[src/common/rx_oob_pkg.sv]
// constants, encodings and helpers shared by the receive out-of-band status block
// assumes a single 250 MHz system clock that also serves as the squelch reference clock
package rx_oob_pkg;

  typedef enum logic {FMT_PCIE, FMT_SATA} status_format_t;

  typedef enum logic {GAP_INIT, GAP_WAKE} gap_type_t;

  // pci express status codes
  localparam logic [2:0] ST_OK = 3'h0;
  localparam logic [2:0] ST_PRESENT = 3'h3;
  localparam logic [2:0] ST_DECODE_ERR = 3'h4;
  localparam logic [2:0] ST_OVERFLOW = 3'h5;
  localparam logic [2:0] ST_UNDERFLOW = 3'h6;
  localparam logic [2:0] ST_DISPARITY = 3'h7;
  localparam logic [2:0] STATUS_RESET = 3'h0;

  // sata status bit positions
  localparam int SATA_BIT_TX_DONE = 0;
  localparam int SATA_BIT_WAKE = 1;
  localparam int SATA_BIT_INIT = 2;

  // detector defaults, in squelch clock cycles or counts
  localparam logic [3:0] COM_BURST_COUNT_DEF = 4'h4;
  localparam logic [3:0] COM_GAP_COUNT_DEF = 4'h3;
  localparam logic [5:0] BURST_MIN_DEF = 6'h05;
  localparam logic [5:0] BURST_MAX_DEF = 6'h07;
  localparam logic [5:0] INIT_GAP_MIN_DEF = 6'h0C;
  localparam logic [5:0] INIT_GAP_MAX_DEF = 6'h16;
  localparam logic [5:0] WAKE_GAP_MIN_DEF = 6'h02;
  localparam logic [5:0] WAKE_GAP_MAX_DEF = 6'h07;
  localparam logic [5:0] LEN_SAT = 6'h3F;
  localparam logic [3:0] COUNT_SAT = 4'hF;

  // squelch clock
  localparam int REF_CLK_MHZ = 250;
  localparam int SQUELCH_TARGET_MHZ = 25;
  localparam logic [3:0] DIV_SUGGESTED = 4'(REF_CLK_MHZ / SQUELCH_TARGET_MHZ);
  localparam logic [3:0] DIV_RESET = 4'h1;

  // nominal quiet threshold in mV for each select code
  function automatic logic [7:0] thr_mv(input logic [2:0] code);
    case (code)
      3'h0: thr_mv = 8'h46;
      3'h1: thr_mv = 8'h55;
      3'h2: thr_mv = 8'h5C;
      3'h3: thr_mv = 8'h63;
      3'h4: thr_mv = 8'h69;
      3'h5: thr_mv = 8'h70;
      3'h6: thr_mv = 8'h76;
      default: thr_mv = 8'h7F;
    endcase
  endfunction

  function automatic logic div_valid(input logic [3:0] d);
    div_valid = (d == 4'h1) || ((d[0] == 1'b0) && (d >= 4'h2) && (d <= 4'hE));
  endfunction

  function automatic logic in_window(input logic [5:0] v, input logic [5:0] lo, input logic [5:0] hi);
    in_window = (v >= lo) && (v <= hi);
  endfunction

endpackage

[src/hdl/rx_oob_status_detect.sv]
// receive out-of-band status: quiet-line flag, sata com decode, status code and symbol valid
// assumes all inputs are synchronous to i_clk_sys, which is also the squelch reference clock
`timescale 1ns/1ns
module rx_oob_status_detect (
  input wire logic i_clk_sys,
  input wire logic i_arst_n,
  input wire logic [7:0] i_line_diff_mv,
  input wire logic [2:0] i_quiet_threshold_select,
  input wire logic [3:0] i_squelch_clock_divider,
  input wire logic i_status_format_select,
  input wire logic [3:0] i_com_burst_count,
  input wire logic [3:0] i_com_gap_count,
  input wire logic [5:0] i_burst_min_cycles,
  input wire logic [5:0] i_burst_max_cycles,
  input wire logic [5:0] i_init_gap_min_cycles,
  input wire logic [5:0] i_init_gap_max_cycles,
  input wire logic [5:0] i_wake_gap_min_cycles,
  input wire logic [5:0] i_wake_gap_max_cycles,
  input wire logic i_rx_detect_active,
  input wire logic i_rx_detect_present,
  input wire logic i_decode_err,
  input wire logic i_disparity_err,
  input wire logic i_ebuf_overflow,
  input wire logic i_ebuf_underflow,
  input wire logic i_status_clear,
  input wire logic i_tx_oob_sequence_request,
  input wire logic i_tx_oob_sequence_done,
  input wire logic i_symbol_lock,
  input wire logic i_word_valid,
  input wire logic [15:0] i_rx_word,
  input wire logic [1:0] i_rx_control_flags,
  output logic o_rx_line_quiet,
  output logic [2:0] o_rx_status_code,
  output logic o_rx_symbol_valid,
  output logic [15:0] o_rx_word,
  output logic [1:0] o_rx_control_flags
);

  logic tick;
  logic init_match;
  logic wake_match;

  logic quiet_r, quiet_nxt;
  logic ovf_r, ovf_nxt;
  logic unf_r, unf_nxt;
  logic pend_r, pend_nxt;
  logic tx_done;
  logic [2:0] status_r, status_nxt;
  logic valid_r, valid_nxt;
  logic [15:0] word_r, word_nxt;
  logic [1:0] flags_r, flags_nxt;
  rx_oob_pkg::status_format_t fmt;

  assign fmt = rx_oob_pkg::status_format_t'(i_status_format_select);

  squelch_tick_gen squelch_tick_gen_inst (
    .i_clk_sys(i_clk_sys),
    .i_arst_n(i_arst_n),
    .i_squelch_clock_divider(i_squelch_clock_divider),
    .o_tick(tick)
  );

  // bursts are line activity, gaps are quiet stretches; same level o_rx_line_quiet shows
  com_burst_detector com_burst_detector_inst (
    .i_clk_sys(i_clk_sys),
    .i_arst_n(i_arst_n),
    .i_tick(tick),
    .i_quiet(quiet_r),
    .i_com_burst_count(i_com_burst_count),
    .i_com_gap_count(i_com_gap_count),
    .i_burst_min_cycles(i_burst_min_cycles),
    .i_burst_max_cycles(i_burst_max_cycles),
    .i_init_gap_min_cycles(i_init_gap_min_cycles),
    .i_init_gap_max_cycles(i_init_gap_max_cycles),
    .i_wake_gap_min_cycles(i_wake_gap_min_cycles),
    .i_wake_gap_max_cycles(i_wake_gap_max_cycles),
    .o_init_match(init_match),
    .o_wake_match(wake_match)
  );

  // quiet-line detect; registered so the output is glitch free, costs one cycle
  always_comb begin
    quiet_nxt = i_line_diff_mv < rx_oob_pkg::thr_mv(i_quiet_threshold_select);
  end

  always_ff @(posedge i_clk_sys or negedge i_arst_n) begin
    if (!i_arst_n) begin
      quiet_r <= 1'b1;
    end else begin
      quiet_r <= quiet_nxt;
    end
  end

  // sticky buffer errors and transmit oob tracking; a set wins over a clear
  always_comb begin
    ovf_nxt = (ovf_r && !i_status_clear) || i_ebuf_overflow;
    unf_nxt = (unf_r && !i_status_clear) || i_ebuf_underflow;
    tx_done = pend_r && i_tx_oob_sequence_done;
    pend_nxt = i_tx_oob_sequence_request || (pend_r && !i_tx_oob_sequence_done);
  end

  always_ff @(posedge i_clk_sys or negedge i_arst_n) begin
    if (!i_arst_n) begin
      ovf_r <= 1'b0;
      unf_r <= 1'b0;
      pend_r <= 1'b0;
    end else begin
      ovf_r <= ovf_nxt;
      unf_r <= unf_nxt;
      pend_r <= pend_nxt;
    end
  end

  // status code; in pci express format sticky buffer errors outrank per-cycle errors so those never mask them
  always_comb begin
    status_nxt = rx_oob_pkg::ST_OK;
    case (fmt)
      rx_oob_pkg::FMT_PCIE: begin
        if (ovf_nxt) begin
          status_nxt = rx_oob_pkg::ST_OVERFLOW;
        end else if (unf_nxt) begin
          status_nxt = rx_oob_pkg::ST_UNDERFLOW;
        end else if (i_decode_err) begin
          status_nxt = rx_oob_pkg::ST_DECODE_ERR;
        end else if (i_disparity_err) begin
          status_nxt = rx_oob_pkg::ST_DISPARITY;
        end else if (i_rx_detect_active && i_rx_detect_present) begin
          status_nxt = rx_oob_pkg::ST_PRESENT;
        end
      end
      rx_oob_pkg::FMT_SATA: begin
        status_nxt[rx_oob_pkg::SATA_BIT_TX_DONE] = tx_done;
        status_nxt[rx_oob_pkg::SATA_BIT_WAKE] = wake_match;
        status_nxt[rx_oob_pkg::SATA_BIT_INIT] = init_match;
      end
      default: begin
        status_nxt = rx_oob_pkg::ST_OK;
      end
    endcase
  end

  // word, flags and valid move together so valid never leads its data
  always_comb begin
    valid_nxt = i_symbol_lock && i_word_valid;
    word_nxt = i_rx_word;
    flags_nxt = i_rx_control_flags;
  end

  always_ff @(posedge i_clk_sys or negedge i_arst_n) begin
    if (!i_arst_n) begin
      status_r <= rx_oob_pkg::STATUS_RESET;
      valid_r <= 1'b0;
      word_r <= 16'h0000;
      flags_r <= 2'h0;
    end else begin
      status_r <= status_nxt;
      valid_r <= valid_nxt;
      word_r <= word_nxt;
      flags_r <= flags_nxt;
    end
  end

  assign o_rx_line_quiet = quiet_r;
  assign o_rx_status_code = status_r;
  assign o_rx_symbol_valid = valid_r;
  assign o_rx_word = word_r;
  assign o_rx_control_flags = flags_r;
endmodule // rx_oob_status_detect

[src/hdl/squelch_tick_gen.sv]
// squelch clock as a one-cycle tick, reference clock divided by a legal divider
// assumes the reference clock is the system clock; illegal divider settings fall back to 1
`timescale 1ns/1ns
module squelch_tick_gen (
  input wire logic i_clk_sys,
  input wire logic i_arst_n,
  input wire logic [3:0] i_squelch_clock_divider,
  output logic o_tick
);

  logic [3:0] div_r;
  logic [3:0] div_nxt;
  logic [3:0] cnt_r;
  logic [3:0] cnt_nxt;
  logic tick_r;
  logic tick_nxt;

  always_comb begin
    div_nxt = rx_oob_pkg::div_valid(i_squelch_clock_divider) ? i_squelch_clock_divider : rx_oob_pkg::DIV_RESET;
    if (cnt_r + 4'h1 >= div_r) begin
      cnt_nxt = 4'h0;
      tick_nxt = 1'b1;
    end else begin
      cnt_nxt = cnt_r + 4'h1;
      tick_nxt = 1'b0;
    end
  end

  always_ff @(posedge i_clk_sys or negedge i_arst_n) begin
    if (!i_arst_n) begin
      div_r <= rx_oob_pkg::DIV_RESET;
      cnt_r <= 4'h0;
      tick_r <= 1'b0;
    end else begin
      div_r <= div_nxt;
      cnt_r <= cnt_nxt;
      tick_r <= tick_nxt;
    end
  end

  assign o_tick = tick_r;
endmodule // squelch_tick_gen

[src/hdl/com_burst_detector.sv]
// counts out-of-band bursts and gaps on squelch ticks, flags comreset/cominit and comwake
// assumes i_quiet is a registered quiet-line level in the same clock domain
`timescale 1ns/1ns
module com_burst_detector (
  input wire logic i_clk_sys,
  input wire logic i_arst_n,
  input wire logic i_tick,
  input wire logic i_quiet,
  input wire logic [3:0] i_com_burst_count,
  input wire logic [3:0] i_com_gap_count,
  input wire logic [5:0] i_burst_min_cycles,
  input wire logic [5:0] i_burst_max_cycles,
  input wire logic [5:0] i_init_gap_min_cycles,
  input wire logic [5:0] i_init_gap_max_cycles,
  input wire logic [5:0] i_wake_gap_min_cycles,
  input wire logic [5:0] i_wake_gap_max_cycles,
  output logic o_init_match,
  output logic o_wake_match
);

  typedef enum logic [1:0] {S_WAIT, S_BURST, S_GAP} com_state_t;

  com_state_t state_r, state_nxt;
  logic [5:0] len_r, len_nxt;
  logic [3:0] bursts_r, bursts_nxt;
  logic [3:0] gaps_r, gaps_nxt;
  rx_oob_pkg::gap_type_t gtype_r, gtype_nxt;
  logic init_r, init_nxt;
  logic wake_r, wake_nxt;
  logic burst_ok;
  logic init_ok;
  logic wake_ok;

  assign burst_ok = rx_oob_pkg::in_window(len_r, i_burst_min_cycles, i_burst_max_cycles);
  assign init_ok = rx_oob_pkg::in_window(len_r, i_init_gap_min_cycles, i_init_gap_max_cycles);
  assign wake_ok = rx_oob_pkg::in_window(len_r, i_wake_gap_min_cycles, i_wake_gap_max_cycles);

  always_comb begin
    state_nxt = state_r;
    len_nxt = len_r;
    bursts_nxt = bursts_r;
    gaps_nxt = gaps_r;
    gtype_nxt = gtype_r;
    init_nxt = 1'b0;
    wake_nxt = 1'b0;
    if (i_tick) begin
      len_nxt = (len_r == rx_oob_pkg::LEN_SAT) ? len_r : len_r + 6'h01;
      case (state_r)
        S_WAIT: begin
          if (!i_quiet) begin
            state_nxt = S_BURST;
            len_nxt = 6'h01;
          end
        end
        S_BURST: begin
          if (i_quiet) begin
            len_nxt = 6'h01;
            if (!burst_ok) begin
              state_nxt = S_WAIT;
              bursts_nxt = 4'h0;
              gaps_nxt = 4'h0;
            end else if ({1'b0, bursts_r} + 5'h01 >= {1'b0, i_com_burst_count} && gaps_r >= i_com_gap_count) begin
              init_nxt = (gtype_r == rx_oob_pkg::GAP_INIT);
              wake_nxt = (gtype_r == rx_oob_pkg::GAP_WAKE);
              state_nxt = S_WAIT;
              bursts_nxt = 4'h0;
              gaps_nxt = 4'h0;
            end else begin
              state_nxt = S_GAP;
              bursts_nxt = (bursts_r == rx_oob_pkg::COUNT_SAT) ? bursts_r : bursts_r + 4'h1;
            end
          end
        end
        S_GAP: begin
          if (!i_quiet) begin
            state_nxt = S_BURST;
            len_nxt = 6'h01;
            if (init_ok) begin
              gtype_nxt = rx_oob_pkg::GAP_INIT;
              gaps_nxt = (gtype_r != rx_oob_pkg::GAP_INIT) ? 4'h1 : gaps_r + 4'h1;
            end else if (wake_ok) begin
              gtype_nxt = rx_oob_pkg::GAP_WAKE;
              gaps_nxt = (gtype_r != rx_oob_pkg::GAP_WAKE) ? 4'h1 : gaps_r + 4'h1;
            end else begin
              bursts_nxt = 4'h0;
              gaps_nxt = 4'h0;
            end
            if (gaps_nxt == rx_oob_pkg::COUNT_SAT) begin
              gaps_nxt = gaps_r;
            end
          end
        end
        default: begin
          state_nxt = S_WAIT;
        end
      endcase
    end
  end

  always_ff @(posedge i_clk_sys or negedge i_arst_n) begin
    if (!i_arst_n) begin
      state_r <= S_WAIT;
      len_r <= 6'h00;
      bursts_r <= 4'h0;
      gaps_r <= 4'h0;
      gtype_r <= rx_oob_pkg::GAP_INIT;
      init_r <= 1'b0;
      wake_r <= 1'b0;
    end else begin
      state_r <= state_nxt;
      len_r <= len_nxt;
      bursts_r <= bursts_nxt;
      gaps_r <= gaps_nxt;
      gtype_r <= gtype_nxt;
      init_r <= init_nxt;
      wake_r <= wake_nxt;
    end
  end

  assign o_init_match = init_r;
  assign o_wake_match = wake_r;
endmodule // com_burst_detector

[config.mk]
export PLATFORM = sky130hd
export DESIGN_NAME = rx_oob_status_detect
export DESIGN_NICKNAME = d
export VERILOG_FILES = /design/src/common/rx_oob_pkg.sv /design/src/hdl/rx_oob_status_detect.sv /design/src/hdl/squelch_tick_gen.sv /design/src/hdl/com_burst_detector.sv
export SDC_FILE = /design/constraint.sdc
export NUM_CORES = 1
export LEC_CHECK = 0
export ABC_CLOCK_PERIOD_IN_PS = 3520
export BUFFER_PORTS_ARGS = -buffer_cell sky130_fd_sc_hd__buf_4
export CAP_MARGIN = 30
export CELL_PAD_IN_SITES_DETAIL_PLACEMENT = 1
export CELL_PAD_IN_SITES_GLOBAL_PLACEMENT = 1
export CORE_UTILIZATION = 41
export CTS_BUF_LIST = sky130_fd_sc_hd__clkbuf_16
export DETAILED_ROUTE_END_ITERATION = 7
export PLACE_DENSITY_LB_ADDON = 0.3
export SKIP_CTS_REPAIR_TIMING = 1
export SLEW_MARGIN = 20
export SYNTH_ARGS = -nofsm -noshare
export SYNTH_HDL_FRONTEND = slang
export SYNTH_SLANG_ARGS = --single-unit
[constraint.sdc]
create_clock -name i_clk_sys -period 3.52 [get_ports i_clk_sys]
set_input_delay 0.176 -clock i_clk_sys [delete_from_list [all_inputs] [get_ports i_clk_sys]]
set_output_delay 0.176 -clock i_clk_sys [all_outputs]
set_load 0.01 [all_outputs]
==> qor.csv <==
stage;metric;value;unit
run_status;status;finished clean;
detailed_routing;DR WL/cell;15.60;um
place;HPWL Detailed;7244;um
logic_synthesis;dominant synthesized flop cell;dfrtp_1;
logic_synthesis;mux contribution to synthesized area;2.095;%
worst_setup_path;CP max stage delay;0.44;ns
sta;Slew headroom;52.87;%
clock_network;H-tree level count;2;
hold_path;Hold Crit Start;i_line_diff_mv[6];
sta;Setup Skew;0.008161;ns
detailed_routing;# DRC;0;
place;placed cells;605;
logic_synthesis;sequential fraction of the synthesis area;37.17;%
clock_network;clock-pin slew of the registers on the worst-case setup and hold paths;0.07;ns
worst_setup_path;slowest stage cell on the critical path;dfrtp_1;
logic_synthesis;asr flop ratio synth;100.0;%
global_routing;initial antenna violation count;0;
worst_setup_path;cells along the critical path;inv_1 -> ha_1 -> nand2b_1 -> a211oi_1 -> o31ai_1 -> o21a_1 -> o21ai_1 -> o311a_4 -> mux2_4;
sta;fin crit share;74.27;%
sta;Final WS setup;0.9056;ns
detailed_routing;final WL;9861;um
logic_synthesis;Synth Area in XOR/XNOR;2.405;%
logic_synthesis;Synth area leader;dfrtp_1;
logic_synthesis;Post-synth EDFFs;0;
place;port bufs;113;
sta;Final Hold Violating Endpoints;0;
logic_synthesis;dominant cells by area after synthesis;dfrtp_1 (36%), ha_1 (21%), inv_1 (6.1%);
logic_synthesis;Synth Area in Compound Gates;15.63;%
global_routing;number of global-route vias before repair;3457;
sta;Slew Limit Fails;0;
clock_network;CTS tree;done;
pwr;LEAKAGE;2.669;nW
worst_setup_path;CP Max Fanout;6;
clock_network;Root Driver;clkbuf_16;
floorplan;Die Y;96.25;um
global_routing;most used routing layer;met2;
detailed_routing;Post-DRT Antenna Nets;0;
detailed_routing;detailed-route via count;3297;
global_routing;grt ovf;0;
worst_setup_path;worst setup path class;register to register;
detailed_routing;1st-pass router iterations;4;
layout;Area Overhead vs Synth;35.76;%
global_routing;largest net degree at the start of global routing;55;
layout;cell area after layout;0.004945;mm2
sta;Peak Freq;382.5;MHz
place;DP Area;0.004609;mm2
detailed_routing;Via-to-Cell Ratio;5.217;
layout;fin nets;675;
sta;setup TNS;0;ns
global_routing;routing usage on met2;39.95;%
clock_network;clk_lat worst skew;0.30;ns
logic_synthesis;main combinational cell family by area after synthesis;adder cells;
layout;share of cells above drive strength 1;25.38;%
floorplan;Horiz. Die Dim;96.25;um
logic_synthesis;Synth Area in Simple Gates;15.22;%
pwr;Power Total;2.142;mW
worst_setup_path;worst flop-to-flop path startpoint;com_burst_detector_inst.len_r[0];
global_routing;met3 Resource Use GR;2.686;%
sta;Final Critical Period;2.614;ns
place;GPL Wtd Cong;0.7784;
logic_synthesis;Mapped Cells;388;
pwr;Peak VDD IR;0.2550;mV
global_routing;global-route wire length before repair;15040;um
layout;Finished Layout Cells;632;
place;pre-CTS setup slack;0.9369;ns
floorplan;die area;0.009264;mm2
global_routing;all-layer global routing usage;20.71;%
sta;RSZ-0062 raised after global routing;no;
floorplan;site row count;34;
logic_synthesis;Warnings, synthesis;0;
logic_synthesis;Distinct cells, synth;48;
logic_synthesis;Netlist Area Pre-Place;0.003642;mm2
hold_path;min-delay worst type;input port to register;
worst_setup_path;Setup crit start kind;register;
floorplan;core area;0.008678;mm2
floorplan;Ports;114;
flow_run;total of max-cap violations;0;
logic_synthesis;top cell type's share of synthesized area;35.73;%
pwr;PwrDens;433.1;mW/mm2
logic_synthesis;Mapped Avg Cell Area;9.387;um2
layout;diode count;0;
worst_setup_path;Worst Path Required;3.70;ns
logic_synthesis;Post-Synth Adder-Cell Area;20.95;%
worst_setup_path;Worst Setup End Kind;register;
clock_network;clock tree buffer depth;2;
logic_synthesis;Synthesized Nets;540;
worst_setup_path;worst setup path startpoint;com_burst_detector_inst.len_r[0];
floorplan;Initial Utilization;41.97;%
logic_synthesis;flops & latches, synth;54;
global_routing;GR Util met1;24.19;%
clock_network;CTS Sinks;54;
worst_setup_path;WP data arrival;2.79;ns
detailed_routing;drt initial violations;139;
sta;worst slew pin tran;0.7069;ns
sta;Setup Viol. Count Final;0;
clock_network;CTS Buf Count;5;
==> cells in the final DEF (no fill, tap or decap), types with 2 or more instances in the layout <==
cell type | synthesis | layout
nor2b_1 | 10 | 10
a31oi_1 | 5 | 5
nand2b_1 | 10 | 10
a32oi_1 | 3 | 3
o31ai_1 | 2 | 2
a21oi_1 | 27 | 27
or3_1 | 2 | 2
a22o_1 | 2 | 2
dfrtp_1 | 52 | 52
xnor2_1 | 6 | 6
nand4_1 | 2 | 2
mux2i_1 | 2 | 2
nor2_1 | 17 | 17
buf_4 | 0 | 113
nand3_1 | 18 | 18
clkbuf_16 | 0 | 5
and3_1 | 4 | 4
a21o_1 | 8 | 8
inv_1 | 59 | 59
mux2_4 | 3 | 3
nand2_1 | 24 | 24
ha_1 | 61 | 61
xor2_1 | 4 | 4
o21ai_0 | 25 | 25
and2_1 | 3 | 3
dlygate4sd3_1 | 0 | 19
nor3_1 | 3 | 3
nand3b_1 | 3 | 3
o21ai_1 | 3 | 3
dfstp_2 | 2 | 2
o21a_1 | 3 | 3
nor4_1 | 3 | 3
a211oi_1 | 2 | 2
==> Yosys cell counts, types with 2 or more instances <==
master,n
nand2b_1,10
a211oi_1,2
o21ai_1,3
nor2b_1,10
nand2_1,24
xor2_1,4
nor2_1,17
ha_1,61
dfstp_2,2
a22o_1,2
clkbuf_1,3
nor4_1,3
and3_1,4
a21o_1,8
xnor2_1,6
and2_1,3
dfrtp_1,52
o21ai_0,25
a32oi_1,3
nand4_1,2
inv_1,59
mux2i_1,2
o31ai_1,2
nand3_1,18
a21oi_1,27
mux2_4,3
a31oi_1,5
nand3b_1,3
or3_1,2
nor3_1,3
o21a_1,3
==> through the flow <==
step | hold WS [ns] | util (%)
final | 0.04285 | 56.98
after CTS | -0.04546 | 54.79
after floorplan | -0.1196 | -
after detailed placement | 0.2654 | 53.11
after global routing | 0.05260 | 56.98
after global placement | 0.2557 | 53.11
==> registers in the layout, summed over array words and instances, names as in the netlist <==
name                                  flops
com_burst_detector_inst.bursts_r          4
com_burst_detector_inst.gaps_r            4
com_burst_detector_inst.gtype_r           1
com_burst_detector_inst.len_r             6
com_burst_detector_inst.o_init_match      1
com_burst_detector_inst.o_wake_match      1
com_burst_detector_inst.state_r           2
o_rx_control_flags                        2
o_rx_line_quiet                           1
o_rx_status_code                          3
o_rx_symbol_valid                         1
o_rx_word                                16
ovf_r                                     1
pend_r                                    1
squelch_tick_gen_inst.cnt_r               4
squelch_tick_gen_inst.div_r               4
squelch_tick_gen_inst.o_tick              1
unf_r                                     1
==> logic make-up (layout without fill, tap and decap cells) <==
family                     Yosys count  count (layout)
muxes                                6               6
and+or+nand+nor                    105             105
xor gates and xnor gates            10              10
DFF                                 54              54
adders and majority gates           61              61
buffers and inverters               63             199
AOI/OAI and AO/OA                   89              89
==> final timing paths <==
check | cells after the start | end | slack (ns)
max reg2reg | 9 | com_burst_detector_inst.bursts_r[0] | 0.91
max in group asynchronous | 2 | com_burst_detector_inst.gaps_r[0] | 2.57
max | 9 | com_burst_detector_inst.bursts_r[0] | 0.91
min reg2reg | 2 | o_rx_status_code[1] | 0.45
min in group asynchronous | 2 | o_rx_word[6] | 0.47
min | 2 | o_rx_line_quiet | 0.04
==> critical path: cells and delay by family (launching register included) <==
family          cells  cell delay, ns
fa+ha+maj           1            0.26
flops               1            0.44
compound gates      5            1.13
buf+inv             1            0.21
mux                 1            0.31
simple gates        1            0.14
==> layout make-up <==
cell class	count	area, um2
inverters	59	221.5
well taps	108	135.1
clock inverters	3	20.02
repair buffers	132	1039
clock buffers	5	125.1
flip-flops and latches	54	1354
fillers	1023	3734
multi-input cells	271	2051
==> metal layers <==
metal	wire length, um	vias to the layer above
met5	0	-
met4	194	0
met3	275	14
met2	5572	72
met1	3818	1604
li1	-	1607
==> power breakdown <==
| part | internal, mW | switching [mW] |
|---|---|---|
| clock network | 0.264 | 0.230 |
| logic | 0.392 | 0.444 |
| registers | 0.696 | 0.115 |
Note: power is estimated with default switching activity, not from simulation.
